`config.mk`:
```
export PLATFORM = sky130hd
export DESIGN_NAME = pwc_ctrl
export DESIGN_NICKNAME = d
export VERILOG_FILES = /design/src/hw/pwc_pkg.sv /design/src/hw/pwc_sync2.sv /design/src/hw/pwc_trip.sv /design/src/hw/pwc_ctrl.sv
export SDC_FILE = /design/constraint.sdc
export NUM_CORES = 1
export LEC_CHECK = 0
export ABC_AREA = 1
export BUFFER_PORTS_ARGS = -buffer_cell sky130_fd_sc_hd__buf_2
export CORE_ASPECT_RATIO = 0.6
export CORE_UTILIZATION = 50
export DETAILED_ROUTE_END_ITERATION = 6
export PLACE_DENSITY = 0.88
export SKIP_CTS_REPAIR_TIMING = 1
export SLEW_MARGIN = 20
export SYNTH_ARGS = -nofsm -noshare
export SYNTH_HDL_FRONTEND = slang
export SYNTH_SLANG_ARGS = --single-unit
```
`constraint.sdc`:
```
create_clock -name i_sys_clk -period 3.05 [get_ports i_sys_clk]
set_input_delay 0.1525 -clock i_sys_clk [delete_from_list [all_inputs] [get_ports i_sys_clk]]
set_output_delay 0.1525 -clock i_sys_clk [all_outputs]
set_load 0.05 [all_outputs]
```
`src/hw/pwc_pkg.sv`:
```
package pwc_pkg;

  // ---------------------------------------------------------------
  // widths and reset values
  // ---------------------------------------------------------------
  localparam int          CNT_W    = 14;
  localparam logic [13:0] CNT_RST  = 14'h0000;
  localparam logic [13:0] CNT_ONE  = 14'h0001;
  localparam logic [7:0]  DIV_RST  = 8'h00;
  localparam logic [7:0]  DIV_ONE  = 8'h01;
  localparam logic [3:0]  SYO_RST  = 4'h0;
  localparam logic [3:0]  SYO_ONE  = 4'h1;
  localparam logic [7:0]  TRIP_RST = 8'h00;
  localparam logic [7:0]  TRIP_ONE = 8'h01;
  localparam logic [7:0]  TRIP_SAT = 8'hFF;
  localparam logic [1:0]  PIN_RST  = 2'h0;

  typedef logic [13:0] pwc_cnt_t;

  // ---------------------------------------------------------------
  // period interrupt divide counts, index is the divide setting
  // ---------------------------------------------------------------
  localparam logic [15:0][7:0] IRQ_DIV_TAB = {
    8'hFF, 8'hDF, 8'hBF, 8'h9F, 8'h7F, 8'h5F, 8'h4F, 8'h3F,
    8'h2F, 8'h1F, 8'h0F, 8'h07, 8'h03, 8'h01, 8'h00, 8'h00
  };

  // ---------------------------------------------------------------
  // compensator scaling codes
  // ---------------------------------------------------------------
  localparam logic [2:0] SC_NONE = 3'h0;
  localparam logic [2:0] SC_MUL2 = 3'h1;
  localparam logic [2:0] SC_MUL4 = 3'h2;
  localparam logic [2:0] SC_MUL8 = 3'h3;
  localparam logic [2:0] SC_DIV2 = 3'h4;
  localparam logic [2:0] SC_DIV4 = 3'h5;
  localparam logic [2:0] SC_DIV8 = 3'h6;

  typedef enum logic [1:0] {
    PWC_NORMAL = 2'b00,
    PWC_MULTI  = 2'b01,
    PWC_RESON  = 2'b10,
    PWC_PHASE  = 2'b11
  } pwc_mode_e;

  typedef enum logic [1:0] {
    FR_FREE = 2'b00,
    FR_WAIT = 2'b01,
    FR_STEP = 2'b10
  } pwc_frame_e;

  typedef struct packed {
    pwc_mode_e   mode;
    logic [13:0] period;
    logic [13:0] ev1;
    logic [13:0] ev2_init;
    logic [13:0] ev3;
    logic [13:0] ev4;
    logic [13:0] trig;
    logic [3:0]  irq_div;
    logic        eop_en;
    logic        single_frame;
    logic [2:0]  scale;
    logic        trip_en;
    logic        trip_cont;
    logic [7:0]  trip_max;
    logic [1:0]  cmp_sel;
    logic        fault_en;
    logic [1:0]  comp_sel;
    logic [1:0]  ovr_en;
    logic [1:0]  ovr_val;
    logic        msync_en;
    logic [1:0]  msync_sel;
    logic        rsync_en;
    logic [3:0]  sync_ratio;
    logic        sync_out_en;
  } pwc_cfg_s;

endpackage

```
`src/hw/pwc_sync2.sv`:
```
module pwc_sync2 #(
  parameter int W = 7
) (
  // clock and reset
  input  wire logic         i_sys_clk,
  input  wire logic         i_rst_b,
  // asynchronous in, synchronous out
  input  wire logic [W-1:0] i_d,
  output logic      [W-1:0] o_q
);

  logic [W-1:0] meta_q;

  always_ff @(posedge i_sys_clk) begin
    if (!i_rst_b) begin
      meta_q <= '0;
      o_q    <= '0;
    end else begin
      meta_q <= i_d;
      o_q    <= meta_q;
    end
  end

endmodule

```
`src/hw/pwc_trip.sv`:
```
module pwc_trip (
  // clock and reset
  input  wire logic       i_sys_clk,
  input  wire logic       i_rst_b,
  // control
  input  wire logic       i_en,
  input  wire logic       i_cont,
  input  wire logic [7:0] i_max,
  input  wire logic       i_clr,
  // per-period sample of the limit indication
  input  wire logic       i_sample,
  input  wire logic       i_lim,
  // status
  output logic            o_flag,
  output logic      [7:0] o_count
);

  logic       hit;
  logic [7:0] cnt_inc;
  logic [7:0] cnt_d;
  logic       reached;

  assign hit     = i_en & i_sample & i_lim;
  // saturate so a long run in count-continuous mode never wraps
  assign cnt_inc = (o_count == pwc_pkg::TRIP_SAT) ? o_count : o_count + pwc_pkg::TRIP_ONE;
  assign reached = hit & (cnt_inc >= i_max);
  assign cnt_d   = !i_en                      ? pwc_pkg::TRIP_RST :
                   hit                        ? cnt_inc :
                   (i_sample & !i_cont)       ? pwc_pkg::TRIP_RST :
                   o_count;

  always_ff @(posedge i_sys_clk) begin
    if (!i_rst_b) begin
      o_count <= pwc_pkg::TRIP_RST;
      o_flag  <= 1'b0;
    end else begin
      o_count <= cnt_d;
      // a new trip in the clearing cycle keeps the flag set
      o_flag  <= reached | (o_flag & ~i_clr);
    end
  end

endmodule

```
`src/hw/pwc_ctrl.sv`:
```
// Behaviour
// - period interrupt every divide-count plus one periods, count from 4-bit setting.
// - counter equal to sample trigger raises error converter sampling request.
// - end-of-period enable holds new compensator value until period end.
// - single-frame enable runs one switching frame per step request.
// - compensator value scaled by x2, x4, x8, /2, /4, /8 or none.
// - trip counting samples the limit indication once per period at event two.
// - trip flag set when sampled count reaches the 8-bit maximum.
// - count-continuous 0 clears trip count on any period without indication.
// - count-continuous 1 accumulates indications with no clearing.
// - trip flag goes to the CPU and forces both outputs inactive.
// - limit input chosen from comparators A to D by a select field.
// - each output may be overridden by its own enable and value bit.
// - both modulator pin levels are readable as status bits.
// - fault enable turns outputs off while an external fault is asserted.
// - normal mode forces both outputs off on either fault input.
// - other modes map fault 0 to output A and fault 1 to B.
// - after the fault latch clears, switching resumes at a period start.
// - 2-bit field selects which compensator supplies the control value.
// - resonance mode uses the compensator with this modulator's own index.
// - internal sync slave resets counter on selected master phase trigger.
// - remote sync slave resets counter on the external sync pin pulse.
// - sync output pulses once every ratio-plus-one periods when routed out.
// - base interrupt tick once per switching period from the period value.
module pwc_ctrl #(
  // index of this modulator among the compensators
  parameter logic [1:0] CHAN_IDX = 2'h0
) (
  // clock and reset
  input  wire logic              i_sys_clk,
  input  wire logic              i_rst_b,
  // configuration and software strobes
  input  wire pwc_pkg::pwc_cfg_s i_cfg,
  input  wire logic              i_frame_step,
  input  wire logic              i_trip_clr,
  // compensators
  input  wire logic [3:0][13:0]  i_comp_val,
  input  wire logic [3:0]        i_comp_vld,
  // faults, comparators and sync
  input  wire logic [1:0]        i_fault,
  input  wire logic [3:0]        i_cmp_raw,
  input  wire logic [3:0]        i_master_trig,
  input  wire logic              i_sync_pin,
  input  wire logic [1:0]        i_pin_raw,
  // modulator outputs
  output logic                   o_pwm_a,
  output logic                   o_pwm_b,
  // events and status
  output logic                   o_adc_sample_req,
  output logic                   o_period_irq,
  output logic                   o_trip_flag,
  output logic                   o_sync_out,
  output logic      [1:0]        o_pin_level,
  output logic      [13:0]       o_duty
);

  // ---------------------------------------------------------------
  // input synchronisers
  // ---------------------------------------------------------------
  logic [6:0] syn;
  logic [3:0] cmp_s;
  logic       sync_s;
  logic [1:0] pin_s;
  logic       sync_prev_q;
  logic       sync_rise;

  pwc_sync2 #(
    .W (7)
  ) u_sync (
    .i_sys_clk (i_sys_clk),
    .i_rst_b   (i_rst_b),
    .i_d       ({i_pin_raw, i_sync_pin, i_cmp_raw}),
    .o_q       (syn)
  );

  assign cmp_s     = syn[3:0];
  assign sync_s    = syn[4];
  assign pin_s     = syn[6:5];
  assign sync_rise = sync_s & ~sync_prev_q;

  // ---------------------------------------------------------------
  // frame control and period counter
  // ---------------------------------------------------------------
  pwc_pkg::pwc_frame_e frame_q;
  pwc_pkg::pwc_frame_e frame_d;
  pwc_pkg::pwc_cnt_t   cnt_q;
  pwc_pkg::pwc_cnt_t   cnt_d;
  logic                run;
  logic                per_end;
  logic                msync_hit;
  logic                rsync_hit;
  logic                sync_rst;

  assign run       = (frame_q != pwc_pkg::FR_WAIT);
  assign per_end   = run & (cnt_q >= i_cfg.period);
  assign msync_hit = i_cfg.msync_en & i_master_trig[i_cfg.msync_sel];
  assign rsync_hit = i_cfg.rsync_en & sync_rise;
  assign sync_rst  = msync_hit | rsync_hit;
  // a sync restart is not a period end: no tick, no update
  assign cnt_d     = sync_rst ? pwc_pkg::CNT_RST :
                     !run     ? cnt_q :
                     per_end  ? pwc_pkg::CNT_RST :
                     cnt_q + pwc_pkg::CNT_ONE;

  always_comb begin
    frame_d = frame_q;
    unique case (frame_q)
      pwc_pkg::FR_FREE: begin
        if (i_cfg.single_frame && per_end) begin
          frame_d = pwc_pkg::FR_WAIT;
        end
      end
      pwc_pkg::FR_WAIT: begin
        if (!i_cfg.single_frame) begin
          frame_d = pwc_pkg::FR_FREE;
        end else if (i_frame_step) begin
          frame_d = pwc_pkg::FR_STEP;
        end
      end
      pwc_pkg::FR_STEP: begin
        if (per_end) begin
          frame_d = i_cfg.single_frame ? pwc_pkg::FR_WAIT : pwc_pkg::FR_FREE;
        end
      end
      default: begin
        frame_d = pwc_pkg::FR_FREE;
      end
    endcase
  end

  always_ff @(posedge i_sys_clk) begin
    if (!i_rst_b) begin
      frame_q     <= pwc_pkg::FR_FREE;
      cnt_q       <= pwc_pkg::CNT_RST;
      sync_prev_q <= 1'b0;
    end else begin
      frame_q     <= frame_d;
      cnt_q       <= cnt_d;
      sync_prev_q <= sync_s;
    end
  end

  // ---------------------------------------------------------------
  // compensator select, scaling and update timing
  // ---------------------------------------------------------------
  logic [1:0]        comp_sel;
  pwc_pkg::pwc_cnt_t comp_raw;
  logic              comp_vld;
  pwc_pkg::pwc_cnt_t comp_scaled;
  pwc_pkg::pwc_cnt_t pend_q;
  logic              pend_vld_q;
  logic              apply;
  logic              smp_hit;

  assign comp_sel = (i_cfg.mode == pwc_pkg::PWC_RESON) ? CHAN_IDX :
                    i_cfg.comp_sel;
  assign comp_raw = i_comp_val[comp_sel];
  assign comp_vld = i_comp_vld[comp_sel];
  // left shifts drop the top bits; gain is the user's to keep in range
  assign comp_scaled = (i_cfg.scale == pwc_pkg::SC_MUL2) ? comp_raw << 1 :
                       (i_cfg.scale == pwc_pkg::SC_MUL4) ? comp_raw << 2 :
                       (i_cfg.scale == pwc_pkg::SC_MUL8) ? comp_raw << 3 :
                       (i_cfg.scale == pwc_pkg::SC_DIV2) ? comp_raw >> 1 :
                       (i_cfg.scale == pwc_pkg::SC_DIV4) ? comp_raw >> 2 :
                       (i_cfg.scale == pwc_pkg::SC_DIV8) ? comp_raw >> 3 :
                       comp_raw;
  // fixed two-cycle latency, or deferred to the period boundary
  assign apply   = pend_vld_q & (~i_cfg.eop_en | per_end);
  assign smp_hit = run & (cnt_q == i_cfg.trig);

  always_ff @(posedge i_sys_clk) begin
    if (!i_rst_b) begin
      pend_q           <= pwc_pkg::CNT_RST;
      pend_vld_q       <= 1'b0;
      o_duty           <= pwc_pkg::CNT_RST;
      o_adc_sample_req <= 1'b0;
    end else begin
      if (comp_vld) begin
        pend_q <= comp_scaled;
      end
      pend_vld_q <= comp_vld | (pend_vld_q & ~apply);
      if (apply) begin
        o_duty <= pend_q;
      end
      o_adc_sample_req <= smp_hit;
    end
  end

  // ---------------------------------------------------------------
  // edge placement
  // ---------------------------------------------------------------
  pwc_pkg::pwc_cnt_t dead23;
  pwc_pkg::pwc_cnt_t width_a;
  pwc_pkg::pwc_cnt_t b_rise;
  pwc_pkg::pwc_cnt_t b_fall;
  logic              a_raw;
  logic              b_raw;
  logic              ev2_hit;

  assign dead23  = i_cfg.ev3 - i_cfg.ev2_init;
  assign width_a = o_duty - i_cfg.ev1;
  assign b_rise  = (i_cfg.mode == pwc_pkg::PWC_NORMAL ||
                    i_cfg.mode == pwc_pkg::PWC_RESON) ? o_duty + dead23 : i_cfg.ev3;
  assign b_fall  = (i_cfg.mode == pwc_pkg::PWC_MULTI) ? i_cfg.ev3 + width_a : i_cfg.ev4;
  assign a_raw   = run & (cnt_q >= i_cfg.ev1) & (cnt_q < o_duty);
  assign b_raw   = run & (cnt_q >= b_rise) & (cnt_q < b_fall);
  assign ev2_hit = run & (cnt_q == o_duty);

  // ---------------------------------------------------------------
  // current-limit trip
  // ---------------------------------------------------------------
  logic [7:0] trip_cnt;

  pwc_trip u_trip (
    .i_sys_clk (i_sys_clk),
    .i_rst_b   (i_rst_b),
    .i_en      (i_cfg.trip_en),
    .i_cont    (i_cfg.trip_cont),
    .i_max     (i_cfg.trip_max),
    .i_clr     (i_trip_clr),
    .i_sample  (ev2_hit),
    .i_lim     (cmp_s[i_cfg.cmp_sel]),
    .o_flag    (o_trip_flag),
    .o_count   (trip_cnt)
  );

  // ---------------------------------------------------------------
  // fault gating and output drive
  // ---------------------------------------------------------------
  logic hold_a_q;
  logic hold_b_q;
  logic flt_a;
  logic flt_b;
  logic a_on;
  logic b_on;

  assign flt_a = i_cfg.fault_en & ((i_cfg.mode == pwc_pkg::PWC_NORMAL) ? |i_fault :
                                   i_fault[0]);
  assign flt_b = i_cfg.fault_en & ((i_cfg.mode == pwc_pkg::PWC_NORMAL) ? |i_fault :
                                   i_fault[1]);
  assign a_on  = a_raw & ~flt_a & ~hold_a_q & ~o_trip_flag;
  assign b_on  = b_raw & ~flt_b & ~hold_b_q & ~o_trip_flag;

  always_ff @(posedge i_sys_clk) begin
    if (!i_rst_b) begin
      hold_a_q    <= 1'b0;
      hold_b_q    <= 1'b0;
      o_pwm_a     <= 1'b0;
      o_pwm_b     <= 1'b0;
      o_pin_level <= pwc_pkg::PIN_RST;
    end else begin
      // hold past the fault so switching restarts on a whole period
      hold_a_q    <= flt_a | (hold_a_q & ~per_end);
      hold_b_q    <= flt_b | (hold_b_q & ~per_end);
      o_pwm_a     <= i_cfg.ovr_en[0] ? i_cfg.ovr_val[0] : a_on;
      o_pwm_b     <= i_cfg.ovr_en[1] ? i_cfg.ovr_val[1] : b_on;
      o_pin_level <= pin_s;
    end
  end

  // ---------------------------------------------------------------
  // period interrupt divider and sync output
  // ---------------------------------------------------------------
  logic [7:0] div_q;
  logic [7:0] div_lim;
  logic       div_wrap;
  logic [3:0] syo_q;
  logic       syo_wrap;

  assign div_lim  = pwc_pkg::IRQ_DIV_TAB[i_cfg.irq_div];
  assign div_wrap = per_end & (div_q >= div_lim);
  assign syo_wrap = per_end & (syo_q >= i_cfg.sync_ratio);

  always_ff @(posedge i_sys_clk) begin
    if (!i_rst_b) begin
      div_q        <= pwc_pkg::DIV_RST;
      syo_q        <= pwc_pkg::SYO_RST;
      o_period_irq <= 1'b0;
      o_sync_out   <= 1'b0;
    end else begin
      if (per_end) begin
        div_q <= div_wrap ? pwc_pkg::DIV_RST : div_q + pwc_pkg::DIV_ONE;
        syo_q <= syo_wrap ? pwc_pkg::SYO_RST : syo_q + pwc_pkg::SYO_ONE;
      end
      o_period_irq <= div_wrap;
      o_sync_out   <= syo_wrap & i_cfg.sync_out_en;
    end
  end
endmodule

```
# After elaboration in Yosys (flattened, before gate mapping)
# Memory sizes are Yosys's and may differ from the RTL's.
# Cells that the tools add are included.
# op_classes
n_reduce_logical	10
n_mux	34
n_eq_ne	17
n_lt_le_gt_ge	12
n_bitwise	47
addsub	8
# ops
operator	count
$mux W14	10
$ge A14 B14 Y1	3
$mux W8	5
$and A1 B1 Y1	30
$add A14 B14 Y14	2
$bmux W14 S2	1
$eq A14 B14 Y1	2
$lt A14 B14 Y1	2
$sub A14 B14 Y14	2
$add A8 B1 Y8 const B	2
$ge A8 B8 Y1	2
$add A14 B1 Y14 const B	1
$not A1 Y1	11
$mux W2	5
$eq A3 B3 Y1 const B	3
$lt A2 B3 Y1 const B	3
$eq A8 B8 Y1 const B	1
$mux W1	8
$bmux W1 S2	3
$eq A3 B2 Y1 const B	2
$or A1 B1 Y1	6
$pmux W2 S3	1
$lt A4 B5 Y1 const B	1
$add A4 B1 Y4 const B	1
16 further kinds	21
# word_totals
n_memories	1
register_bits	90
elab_cells	149
mem_bits_ro	128
inputBits	200
# memory_table
memory	depth	word_bits	read_ports	rd_clocked_by_memory_dff	wr	line	text
(no name shown)	16	8	1	0	0	pwc_ctrl.sv:270	assign div_lim = pwc_pkg::IRQ_DIV_TAB[i_cfg.irq_div];

# Longest topological paths before layout
# Gate-level depths: netlist of run 1.
# logic_depth
word_depth	10
depth_mapped	25
ltp_nobuf	25

# Hierarchy
# From an unflattened synthesis of run 1, not the netlist that was laid out.
# hier_totals
cells_unflattened	1553
hier_area_um2	10149.7
# modules_own_cells
module	cells_each	area_per_inst_um2	seq_area_each_um2	instances
pwc_ctrl	1389	8953.6	1341.3	1
pwc_trip	121	799.5	180.2	1
pwc_sync2	43	396.6	280.3	1

# Least setup slack after synthesis of run 1
# Ideal clock, no wire load.
# synth_timing
path_kind	register to register
startpoint	register o_duty[2]
endpoint	register o_pwm_b
path_stages_with_launch	26
arrival_time_ns	3.510
path_slack_ns	-0.593
synth_period_minus_slack_ns	3.643
setup_time_ns	0.132
required_ns	2.918
n_path_buf	0
cell_sequence	dfxtp_1 inv_1 fa_1 inv_1 ha_1 a21oi_1 nand2_1 nand2_1 nand2_1 a21oi_1 o21ai_0 nand2_1 nand2_1 nand2_1 nand3_1 o21ai_0 inv_1 ha_1 a21oi_1 o21ai_0 a41oi_1 nand3_1 nand2_1 inv_1 nand2_1 a21oi_1
# synth_between
elab_chain_cells	9
# synth_rtl
element	line	text
start, declared	pwc_ctrl.sv:54	output logic [13:0] o_duty
start signal, assigned	pwc_ctrl.sv:175	o_duty <= pwc_pkg::CNT_RST;
start signal, assigned	pwc_ctrl.sv:183	o_duty <= pend_q;
$sub A14 B14 Y14 or $add A14 B14 Y14 (tied branches)	pwc_ctrl.sv:201, pwc_ctrl.sv:203	
$add A14 B14 Y14 or $mux W14 (tied branches)	pwc_ctrl.sv:204, pwc_ctrl.sv:203	
$mux W14 or $ge A14 B14 Y1 (tied branches)	pwc_ctrl.sv:204, pwc_ctrl.sv:206	
$lt A14 B14 Y1 or $and A1 B1 Y1 (tied branches)	pwc_ctrl.sv:206	assign b_raw = run & (cnt_q >= b_rise) & (cnt_q < b_fall);
$and A1 B1 Y1 *	pwc_ctrl.sv:206	
$and A1 B1 Y1 * (3 in a row)	pwc_ctrl.sv:242	assign b_on = b_raw & ~flt_b & ~hold_b_q & ~o_trip_flag;
$mux W1 *	pwc_ctrl.sv:256	o_pwm_b <= i_cfg.ovr_en[1] ? i_cfg.ovr_val[1] : b_on;
end signal, assigned	pwc_ctrl.sv:256	
end, declared	pwc_ctrl.sv:47	output logic o_pwm_b,
# Mark *: on every way between the ends. The rest lies on a longest branch, timed or not.
# A chain may end at the register's enable or synchronous reset.

# Worst setup path in the final report of run 1
# layout_timing
startpoint	register o_duty[1]
endpoint	register o_pwm_b
# The elaborated chain is that of the path after synthesis.

==> metrics.md, run 1 <==
| Metric | Value |
|---|---|
| Mapped Cells | 1463 |
| Num CTS Buffers | 9 |
| Drt pass-1 iters | 7 |
| Nets@finish | 2121 |
| Worst slew pin tran | 0.652 ns |
| Synthesized area | 9700 sq um |
| CP startpoint | o_duty[1] |
| Post-synth EDFFs | 0 |
| Leakage | approximately 6.7 nW |
| Min Tclk post-route | 3.53 ns |
| CTS Sinks | 90 |
| Power per cell area | 365 nW/um^2 |
| Drt drc | 0 |
| Die Span X | approximately 180 um |
| Post-route ant nets | 0 |
| Max Root-Sink Buffers | 2 |
| Post-layout instance area | 12600 sq um |
| Core ar. | 19000 sq um |
| Share of layout cells above drive strength 1 | 0.277 |
| Reg2Reg Launch Point | o_duty[1] |
| Synth async-reset ratio | 0 |
| Seq/Total Area, Yosys | 0.186 |
| Area post-placement | around 12000 sq um |
| CP endpoint kind | flop |
| Fin util | 0.660 |
| Root Buffer | clkbuf_16 |
| Count of cell types in the netlist | 55 |
| MaxCap Viol Count | 0 |
| Logic pwr share | 0.476 |
| Fin crit share | 1.16 |
| CTS tree | built |
| Number of global-route vias before repair | 9864 |
| Final hold violation count | 1 |
| Die area | 20000 sq um |
| Min-delay src | i_cmp_raw[2] |
| Total track usage | 0.306 |
| Post-Layout Cell Count | 2021 |
| Die Y | 110 um |
| WP data required | 3.31 ns |
| IO Count | between 200 and 250 |
| Number of placement rows | 39 |
| DR WL/cell | 15.7 um |
| Critical Path Start Type | flop |
| Slew HR | 0.564 |
| Part of the power in registers | 0.275 |
| Setup ws final | -0.484 ns |
| Status | complete, but fails checks |
| Kind of critical path | reg2reg |
| Net count after synthesis | 1814 |
| Worst slack, placed | -0.468 ns |
| Internal Power | 2.74 mW |
| Number of antenna violations at the first check in global routing | 1 |
| Hold WS | -0.00808 ns |
| Syn. warnings | 0 |
| Crit Path Max Fanout | 3 |
| Post-Route Skew | between 0.008 and 0.009 ns |
| Dpl hpwl | between 20000 and 30000 um |
| Final RePlAce weighted congestion | 1.02 |
| PortBufs | 221 |
| Routed vias | 11011 |
| Mapped Avg Cell Area | 6.63 sq um |
| Top FF cell, synth | dfxtp_1 |
| Clk pwr share | 0.250 |
| Data arrival time of the critical path | 3.80 ns |
| Area growth syn-to-layout | 29.4% |
| Aggregate negative setup slack | -0.484 ns |
| Via density per instance | 5.45 |
| Initial core utilization | 0.510 |
| Routed WL | 31800 um |
| Worst Hold Class | in2reg |
| Peak VDD IR | between 0.0003 and 0.0004 V |
| Clock latency on the worst-skew pair | 0.34 ns |
| Setup-failing EPs final | 1 |
| Post-Place Cells | ~2000 |
| Iteration-0 DRC Markers | 941 |
| Violated checks | hold timing, setup timing |
| Flops & latches, synth | 90 |
| Pin count of the biggest net entering global routing | 35 |
| Sw frac | 0.402 |
| First-pass GRT wire length | approximately 48000 um |
| H-tree depth | 3 |
| Total gr overflow | 0 |
| RSZ-0062 raised after global routing | yes |
| Max-slew violation count | 0 |
| NetSw | 1.84 mW |
| Fmax achieved | between 200 and 300 MHz |
| Antenna cells | 0 |
| Clock-pin slew on the worst setup and hold paths | 0.08 ns |
-- placed cells by master, fill, tap and decap left out, drive strengths merged, types with 2 or more instances in the layout --
| cell type | count |
|---|---|
| or2 | 15 |
| nor4 | 7 |
| nand2 | 330 |
| o21bai | 5 |
| a21o | 4 |
| xor2 | 16 |
| o211ai | 15 |
| clkbuf | 9 |
| nor2 | 97 |
| o2111ai | 2 |
| a21oi | 126 |
| a31oi | 2 |
| nand3 | 89 |
| o21ai | 119 |
| a221oi | 2 |
| nand4 | 20 |
| fa | 26 |
| inv | 264 |
| nor3b | 6 |
| xnor2 | 25 |
| a211oi | 2 |
| ha | 125 |
| nor3 | 14 |
| dfxtp | 90 |
| buf | 325 |
| nand3b | 6 |
| dlygate4sd3 | 4 |
| o21a | 7 |
| o22ai | 9 |
| mux2i | 2 |
| clkinv | 2 |
-- sequential cells by signal, summed over array words and instances, names as in the netlist, 2 cells and up --
name and count:
frame_q 2, o_pin_level 2, cnt_q 14, o_duty 14, syo_q 4, pend_q 14
u_sync.o_q 7, u_trip.o_count 8, u_sync.meta_q 7, div_q 8
-- layer usage --
| metal | up-vias | wire length [um] | track usage |
|---|---|---|---|
| met2 | 495 | 13600 | 0.474 |
| met3 | 70 | 3340 | 0.0908 |
| met1 | 5045 | 14200 | 0.415 |
| met4 | 0 | 688 | 0.0763 |
| li1 | 5401 | - | - |
| met5 | - | 0 | 0 |
-- cell families after synthesis --
kind of cell	count (synthesis)	share of synthesized area
AOI/OAI and AO/OA	299	0.174
xor gates and xnor gates	41	0.0370
adders and majority gates	151	0.215
buffers and inverters	293	0.120
DFF	90	0.186
muxes	3	0.00451
and+or+nand+nor	586	0.264
-- Yosys cell counts, drive strengths merged, types with 2 or more instances --
| master | instances | area [sq um] |
|---|---|---|
| xnor2 | 25 | 219 |
| a21o | 4 | 30.0 |
| clkbuf | 18 | 67.6 |
| nor2 | 97 | 379 |
| fa | 26 | 521 |
| o2111ai | 2 | 17.5 |
| mux2i | 2 | 32.5 |
| a31oi | 2 | 12.5 |
| ha | 125 | 1560 |
| o21a | 7 | 52.6 |
| a221oi | 2 | 17.5 |
| o21ai | 119 | 599 |
| nand2 | 330 | 1280 |
| o22ai | 9 | 56.3 |
| buf | 15 | 118 |
| nand4 | 20 | 125 |
| nand3 | 89 | 445 |
| nor4 | 7 | 43.8 |
| a211oi | 2 | 20.0 |
| a21oi | 126 | 642 |
| xor2 | 16 | 140 |
| or2 | 15 | 93.8 |
| o211ai | 15 | 148 |
| nor3 | 14 | 92.6 |
| o21bai | 5 | 37.5 |
| nand3b | 6 | 45.0 |
| nor3b | 6 | 45.0 |
| dfxtp | 90 | 1800 |
| inv | 260 | 978 |
-- power groups by stage --
stage,Clock (mW),Sequential (mW),Combinational (mW)
2_1_floorplan,0,1.33,1.15
3_3_place_gp,0,1.28,1.87
3_5_place_dp,0,1.28,1.93
4_1_cts,1.16,1.26,1.94
5_1_grt,1.21,1.26,2.39
6_report,1.14,1.26,2.18
-- per-stage QoR --
step                      total power, mW  hold slack (ns)
after floorplan                      2.49            0.250
after global placement               3.15            0.333
after detailed placement             3.21            0.342
after CTS                            4.36          -0.0155
after global routing                 4.86          0.00876
final                                4.58         -0.00808
-- layout make-up --
class	instances	area [sq um]
clock buffer	9	225
clock inverter	7	76.3
multi-input combinational	1080	7190
fill	1599	6480
tap	246	308
timing repair buffer	329	1930
sequential	90	1850
inverter	260	985
-- critical path, stage by stage, from the launching register on --
cell	delay, ns
dfxtp_4	0.36
inv_2	0.06
buf_4	0.16
fa_1	0.48
inv_1	0.07
ha_1	0.29
nand3_1	0.09
nand2_1	0.09
nand2_1	0.07
nand2_1	0.08
o21ai_2	0.07
o21ai_2	0.22
xnor2_1	0.14
nand2_1	0.06
o21ai_0	0.08
ha_1	0.28
a21oi_2	0.16
nor2_1	0.07
a211oi_2	0.17
nand2_1	0.12
nand2_1	0.10
nand2_2	0.07
a21oi_2	0.16
-- path summary, 6_finish.rpt --
check | to | cells past startpoint | slack, ns
min | u_sync.meta_q[2] | 3 | -0.008
max reg2reg | o_pwm_b | 22 | -0.48
min reg2reg | u_sync.o_q[5] | 2 | 0.42
max | o_pwm_b | 22 | -0.48
Power figures use the tool's default switching activity.
==> run 2, diff against run 1 <==
--- a/config.mk
+++ b/config.mk
@@ -8,9 +8,8 @@
 export ABC_AREA = 1
 export BUFFER_PORTS_ARGS = -buffer_cell sky130_fd_sc_hd__buf_2
 export CORE_ASPECT_RATIO = 0.6
-export CORE_UTILIZATION = 50
+export CORE_UTILIZATION = 35
 export DETAILED_ROUTE_END_ITERATION = 6
-export PLACE_DENSITY = 0.88
 export SKIP_CTS_REPAIR_TIMING = 1
 export SLEW_MARGIN = 20
 export SYNTH_ARGS = -nofsm -noshare
==> metrics.md, run 2 (synthesized netlist as in run 1, its figures left out) <==
| Metric | Value |
|---|---|
| Slowest cell on the critical path | fa_1 |
| Crit Path Max Fanout | 3 (unchanged) |
| Critical Path Start Type | flop |
| Min Tclk post-route | 3.52 ns (-0.0159 ns) |
| Kind of critical path | reg2reg |
| Worst slack, placed | -0.523 ns (-0.0550 ns) |
| Fin util | 0.471 (-0.188) |
| Clock-pin slew on the worst setup and hold paths | 0.08 ns (about the same) |
| Top cell by count, worst path | nand2_1 |
| Post-Place Cells | 2123 (+6.2%) |
| WP data required | 3.34 ns (+0.03 ns) |
| Drt pass-1 iters | 5 (-2) |
| Violated checks | hold timing, setup timing |
| Area growth syn-to-layout | 30.3% |
| Post-Layout Cell Count | 2148 (+6.3%) |
| Met2 wire length | 13700 um (+0.77%) |
| CP endpoint kind | flop |
| Number of placement rows | 46 (+18%) |
| Number of antenna violations at the first check in global routing | 4 (+3) |
| FILL cells | 2850 (+78%) |
| Status | complete, but fails checks |
| Fin crit share | 1.15 (-0.00521) |
| Leakage | 6.72 nW (+0.29%) |
| Slew HR | 0.531 (-0.0337) |
| Total track usage | 0.240 (-0.0661) |
| Die area | 28400 sq um (+42%) |
| First-pass GRT wire length | 52400 um (+9.3%) |
| PortBufs | 221 (unchanged) |
| Worst slew pin tran | 0.702 ns (+0.0504 ns) |
| Num CTS Buffers | 9 (unchanged) |
| Post-Route Skew | 0.0106 ns (+0.00224 ns) |
| Final RePlAce weighted congestion | 0.954 (-6.0%) |
| Die Span X | 217 um (+19%) |
| Routed WL | 34100 um (+7.1%) |
| Hold WS | -0.0261 ns (-0.0180 ns) |
| Dpl hpwl | 28200 um (+9.8%) |
| Top sig layer | met5 |
| Initial core utilization | 0.362 (-0.148) |
| Area post-placement | 12100 sq um (+1.8%) |
| Total gr overflow | 0 (unchanged) |
| Root Buffer | clkbuf_16 |
| Die Y | 131 um (+19%) |
| Design Power | 4.55 mW (-0.61%) |
| IO Count | 222 (unchanged) |
| H-tree depth | 3 (unchanged) |
| Setup-failing EPs final | 1 (unchanged) |
| Pin count of the biggest net entering global routing | 35 (unchanged) |
| Peak VDD IR | 0.000310 V (-1.5%) |
| Post-route ant nets | 0 (unchanged) |
| CTS tree | built |
| Drt drc | 0 (unchanged) |
| Max Root-Sink Buffers | 2 (unchanged) |
| Routed vias | 10685 (-3.0%) |
| Setup ws final | -0.468 ns (+0.0159 ns) |
| Fmax achieved | 284 MHz (+0.45%) |
| Max incr delay on CP | 0.50 ns (+0.02 ns) |
| Largest regs | cnt_q: 14 flops, o_duty: 14 flops, pend_q: 14 flops |
| Iteration-0 DRC Markers | 708 (-25%) |
| Core ar. | 26800 sq um (+41%) |
| Nets@finish | 2132 (+0.52%) |
| Via density per instance | 4.97 (-8.7%) |
| Min-delay src | i_cmp_raw[0] |
| CP startpoint | o_duty[2] |
| Number of global-route vias before repair | 9883 (+0.19%) |
| Power per cell area | 360 nW/um^2 (-1.3%) |
| CP cell instances | inv_4 > fa_1 > inv_1 > ha_1 > a21oi_2 > nand2_1 > nand3_1 > nand3_2 > nand2_1 > nand2_1 > a21oi_2 > nand2_1 > nand2_1 > o22ai_1 > ha_1 > a21oi_2 > o211ai_1 > nor2_1 > nand2_1 > inv_1 > nand2_2 > a21oi_2 |
| DR WL met3 | 2530 um (-24%) |
| Data arrival time of the critical path | 3.80 ns (about the same) |
| Worst Hold Class | in2reg |
| Reg2Reg Launch Point | o_duty[2] |
| DR WL/cell | 15.9 um (+0.75%) |
| Final hold violation count | 1 (unchanged) |
| Share of layout cells above drive strength 1 | 0.261 (-0.0151) |
| Wire length on met1 | 17400 um (+23%) |
| Commonest non-fill, non-tap cell in the layout | nand2_1 |
| Post-layout instance area | 12600 sq um (+0.73%) |
| Max-slew violation count | 0 (unchanged) |
| Clock latency on the worst-skew pair | 0.36 ns (+0.02 ns) |
| CTS Sinks | 90 (unchanged) |
| RSZ-0062 raised after global routing | yes |
| Commonest non-fill, non-tap cells in the layout | nand2_1 (313), inv_1 (239), buf_2 (221) |
| MaxCap Viol Count | 0 (unchanged) |
[run 2: path summary, 6_finish.rpt]
kind	endpoint	slack, ns	cells past startpoint
hold reg to reg	u_sync.o_q[1]	0.41	2
hold / removal	u_sync.meta_q[0]	-0.03	3
setup / recovery	o_pwm_b	-0.47	22
setup reg to reg	o_pwm_b	-0.47	22
[run 2: per-layer routing]
layer | track usage | up-vias
met5 | 0 | -
met4 | 0.0435 | 4
met3 | 0.0528 | 33
met2 | 0.351 | 310
met1 | 0.357 | 4909
li1 | - | 5429
[run 2: critical path: cells and delay by family (launching register included)]
family | cells | cell delay, ns
DFF | 1 | 0.36
adders and majority gates | 3 | 1.17
and+or+nand+nor | 10 | 0.97
buffers and inverters | 3 | 0.16
AOI/OAI and AO/OA | 6 | 0.78
[run 2: layout make-up]
cell class,instances,area (sq um),area share
Clock buffer,9,225,0.0178
Clock inverter,7,77.6,0.00613
Multi-Input combinational cell,1080,7040,0.557
Antenna cell,2,5.00,0.000396
Sequential cell,90,1850,0.146
Inverter,260,987,0.0781
Tap cell,360,450,0.0356
Timing Repair Buffer,340,2010,0.159
[run 2: power by group]
group | leakage (nW) | switching (mW) | internal, mW
logic | 5.82 | 1.20 | 0.903
clock network | 0.152 | 0.541 | 0.645
registers | 0.744 | 0.0303 | 1.23
total | 6.72 | 1.78 | 2.78
[run 2: per-stage QoR]
step	TNS, ns	hold slack (ns)
floorplan	-0.106	0.250
global placement	-0.474	0.335
detailed placement	-0.523	0.341
CTS	-0.537	-0.0379
global route	-0.718	0.00809
finish	-0.468	-0.0261
==> run 3, diff against run 2 <==
--- a/config.mk
+++ b/config.mk
@@ -6,7 +6,7 @@
 export NUM_CORES = 1
 export LEC_CHECK = 0
 export ABC_AREA = 1
-export BUFFER_PORTS_ARGS = -buffer_cell sky130_fd_sc_hd__buf_2
+export BUFFER_PORTS_ARGS = -buffer_cell sky130_fd_sc_hd__buf_4
 export CORE_ASPECT_RATIO = 0.6
 export CORE_UTILIZATION = 35
 export DETAILED_ROUTE_END_ITERATION = 6
==> metrics.md, run 3 (synthesized netlist as in run 1, its figures left out) <==
| Metric | Value |
|---|---|
| Status | complete, but fails checks |
| Violated checks | setup timing |
| Via density per instance | 4.94 (-0.65%) |
| Drt pass-1 iters | 5 (unchanged) |
| Drt drc | 0 (unchanged) |
| CP delay by family, top | adder cells |
| H-tree depth | 3 (unchanged) |
| Fin crit share | 1.12 (-0.0317) |
| IO Count | 222 (unchanged) |
| Initial core utilization | 0.362 (unchanged) |
| Final hold violation count | 0 (-1) |
| CP Buf/Inv Count | 4 (+1) |
| Commonest non-fill, non-tap cells in the layout | buf_4 (331), nand2_1 (309), inv_1 (239) |
| Total track usage | 0.241 (+0.00133) |
| Critical Path Start Type | flop |
| Iteration-0 DRC Markers | 638 (-9.9%) |
| Routed vias | 10596 (-0.83%) |
| CP endpoint kind | flop |
| Final RePlAce weighted congestion | 0.910 (-4.6%) |
| Setup-failing EPs final | 1 (unchanged) |
| Max Root-Sink Buffers | 2 (unchanged) |
| Min Tclk post-route | 3.42 ns (-0.0968 ns) |
| Nets@finish | 2129 (-0.14%) |
| Top cell by count, worst path | nand2_1 |
| Die area | 28400 sq um (unchanged) |
| Core ar. | 26800 sq um (unchanged) |
| Worst Hold Class | in2reg |
| Number of antenna violations at the first check in global routing | 2 (-2) |
| Total gr overflow | 0 (unchanged) |
| Slowest cell on the critical path | fa_1 |
| Die Y | 131 um (unchanged) |
| Number of placement rows | 46 (unchanged) |
| Max incr delay on CP | 0.48 ns (-0.02 ns) |
| CTS Sinks | 90 (unchanged) |
| DR WL/cell | 16.1 um (+1.5%) |
| Post-route ant nets | 0 (unchanged) |
| Root Buffer | clkbuf_16 |
| Crit Path Max Fanout | 3 (unchanged) |
| RSZ-0062 raised after global routing | yes |
| Register area | 1850 sq um (unchanged) |
| Clock-pin slew on the worst setup and hold paths | 0.07 ns (about the same) |
| Kind of critical path | reg2reg |
| Max-slew violation count | 0 (unchanged) |
| Post-Route Skew | 0.00798 ns (-0.00266 ns) |
| Area growth syn-to-layout | 37.3% |
| CTS tree | built |
| Clock latency on the worst-skew pair | 0.35 ns (about the same) |
| Pin count of the biggest net entering global routing | 53 (+51%) |
| Dpl hpwl | 28200 um (about the same) |
| MaxCap Viol Count | 0 (unchanged) |
| Num CTS Buffers | 9 (unchanged) |
| WP data required | 3.32 ns (-0.02 ns) |
| Worst slew pin tran | 0.744 ns (+0.0413 ns) |
| Die Span X | 217 um (unchanged) |
| Post-Layout Cell Count | 2144 (-0.19%) |
| Peak VDD IR | 0.000289 V (-6.7%) |
| Slew HR | 0.497 (-0.0334) |
| Share of layout cells above drive strength 1 | 0.280 (+0.0184) |
| First-pass GRT wire length | 52500 um (+0.33%) |
| Setup ws final | -0.371 ns (+0.0968 ns) |
| Largest regs | cnt_q: 14 flops, o_duty: 14 flops, pend_q: 14 flops |
| Commonest non-fill, non-tap cell in the layout | buf_4 |
| PortBufs | 221 (unchanged) |
| Area of the multi-input gates | 7190 sq um (+2.2%) |
| Hold WS | 0.00164 ns (+0.0277 ns) |
| FILL cells | 2726 (-4.4%) |
| Data arrival time of the critical path | 3.69 ns (-0.11 ns) |
| Number of global-route vias before repair | 9716 (-1.7%) |
| Fmax achieved | 292 MHz (+2.8%) |
| Leakage | 6.91 nW (+2.8%) |
| Routed WL | 34500 um (+1.3%) |
| Power per cell area | 347 nW/um^2 (-3.5%) |
| Post-Place Cells | 2115 (-0.38%) |
## run 3: cell types whose count changed in the layout (fill, tap and decap cells not counted), moves of 4 or more
cell	previous run	this run
a21oi_1	112	107
buf_2	221	0
buf_4	113	331
a21oi_2	12	16
nor2_1	92	87
nand3_2	5	11
nand3_1	84	78
nor2_2	3	8
o21ai_0	80	76
o21ai_2	2	9
nand2_1	313	309
nand2_2	13	18
## run 3: metrics by stage
stage | setup TNS (ns) | instance area [sq um] | total power, mW | setup WS, ns | util
after floorplan | -0.106 | 9850 | 2.49 | -0.106 | -
after global placement | -0.444 | 12600 | 3.28 | -0.444 | 0.468
after detailed placement | -0.527 | 12600 | 3.30 | -0.527 | 0.468
after CTS | -0.557 | 12900 | 4.44 | -0.557 | 0.479
after global routing | -0.561 | 13300 | 4.95 | -0.561 | 0.497
final | -0.371 | 13300 | 4.63 | -0.371 | 0.497
## run 3: final timing paths
check	from	end	slack, ns	depth (start not counted)
setup / recovery	o_duty[1]	o_pwm_b	-0.37	25
hold / removal	i_pin_raw[1]	u_sync.meta_q[6]	0.002	3
setup reg to reg	o_duty[1]	o_pwm_b	-0.37	25
hold reg to reg	u_sync.meta_q[0]	u_sync.o_q[0]	0.41	2
## run 3: final cells by class
| cell class | instances | share of cell area |
|---|---|---|
| Multi-Input combinational cell | 1080 | 0.540 |
| Clock buffer | 10 | 0.0188 |
| Timing Repair Buffer | 337 | 0.191 |
| Sequential cell | 90 | 0.139 |
| Tap cell | 360 | 0.0338 |
| Clock inverter | 6 | 0.00357 |
| Antenna cell | 1 | 0.000188 |
| Inverter | 260 | 0.0739 |
## run 3: power by group
part / switching [mW] / internal [mW] / leakage, nW
Sequential: 0.0317 / 1.23 / 0.744
Clock: 0.515 / 0.611 / 0.150
Combinational: 1.24 / 1.01 / 6.01
Total: 1.78 / 2.84 / 6.91
## run 3: routing by layer
metal	vias up	global-route usage	share of wire
met5	-	0	0.00049
met2	320	0.353	0.41
met3	31	0.0646	0.084
met4	2	0.0348	0.0099
met1	4829	0.356	0.50
li1	5414	-	-
## run 3: worst register-to-register path, delay by kind of cell (launching register included)
family	cells	cell delay, ns
adders and majority gates	3	1.06
and+or+nand+nor	12	0.84
AOI/OAI and AO/OA	6	0.81
DFF	1	0.36
buffers and inverters	4	0.29
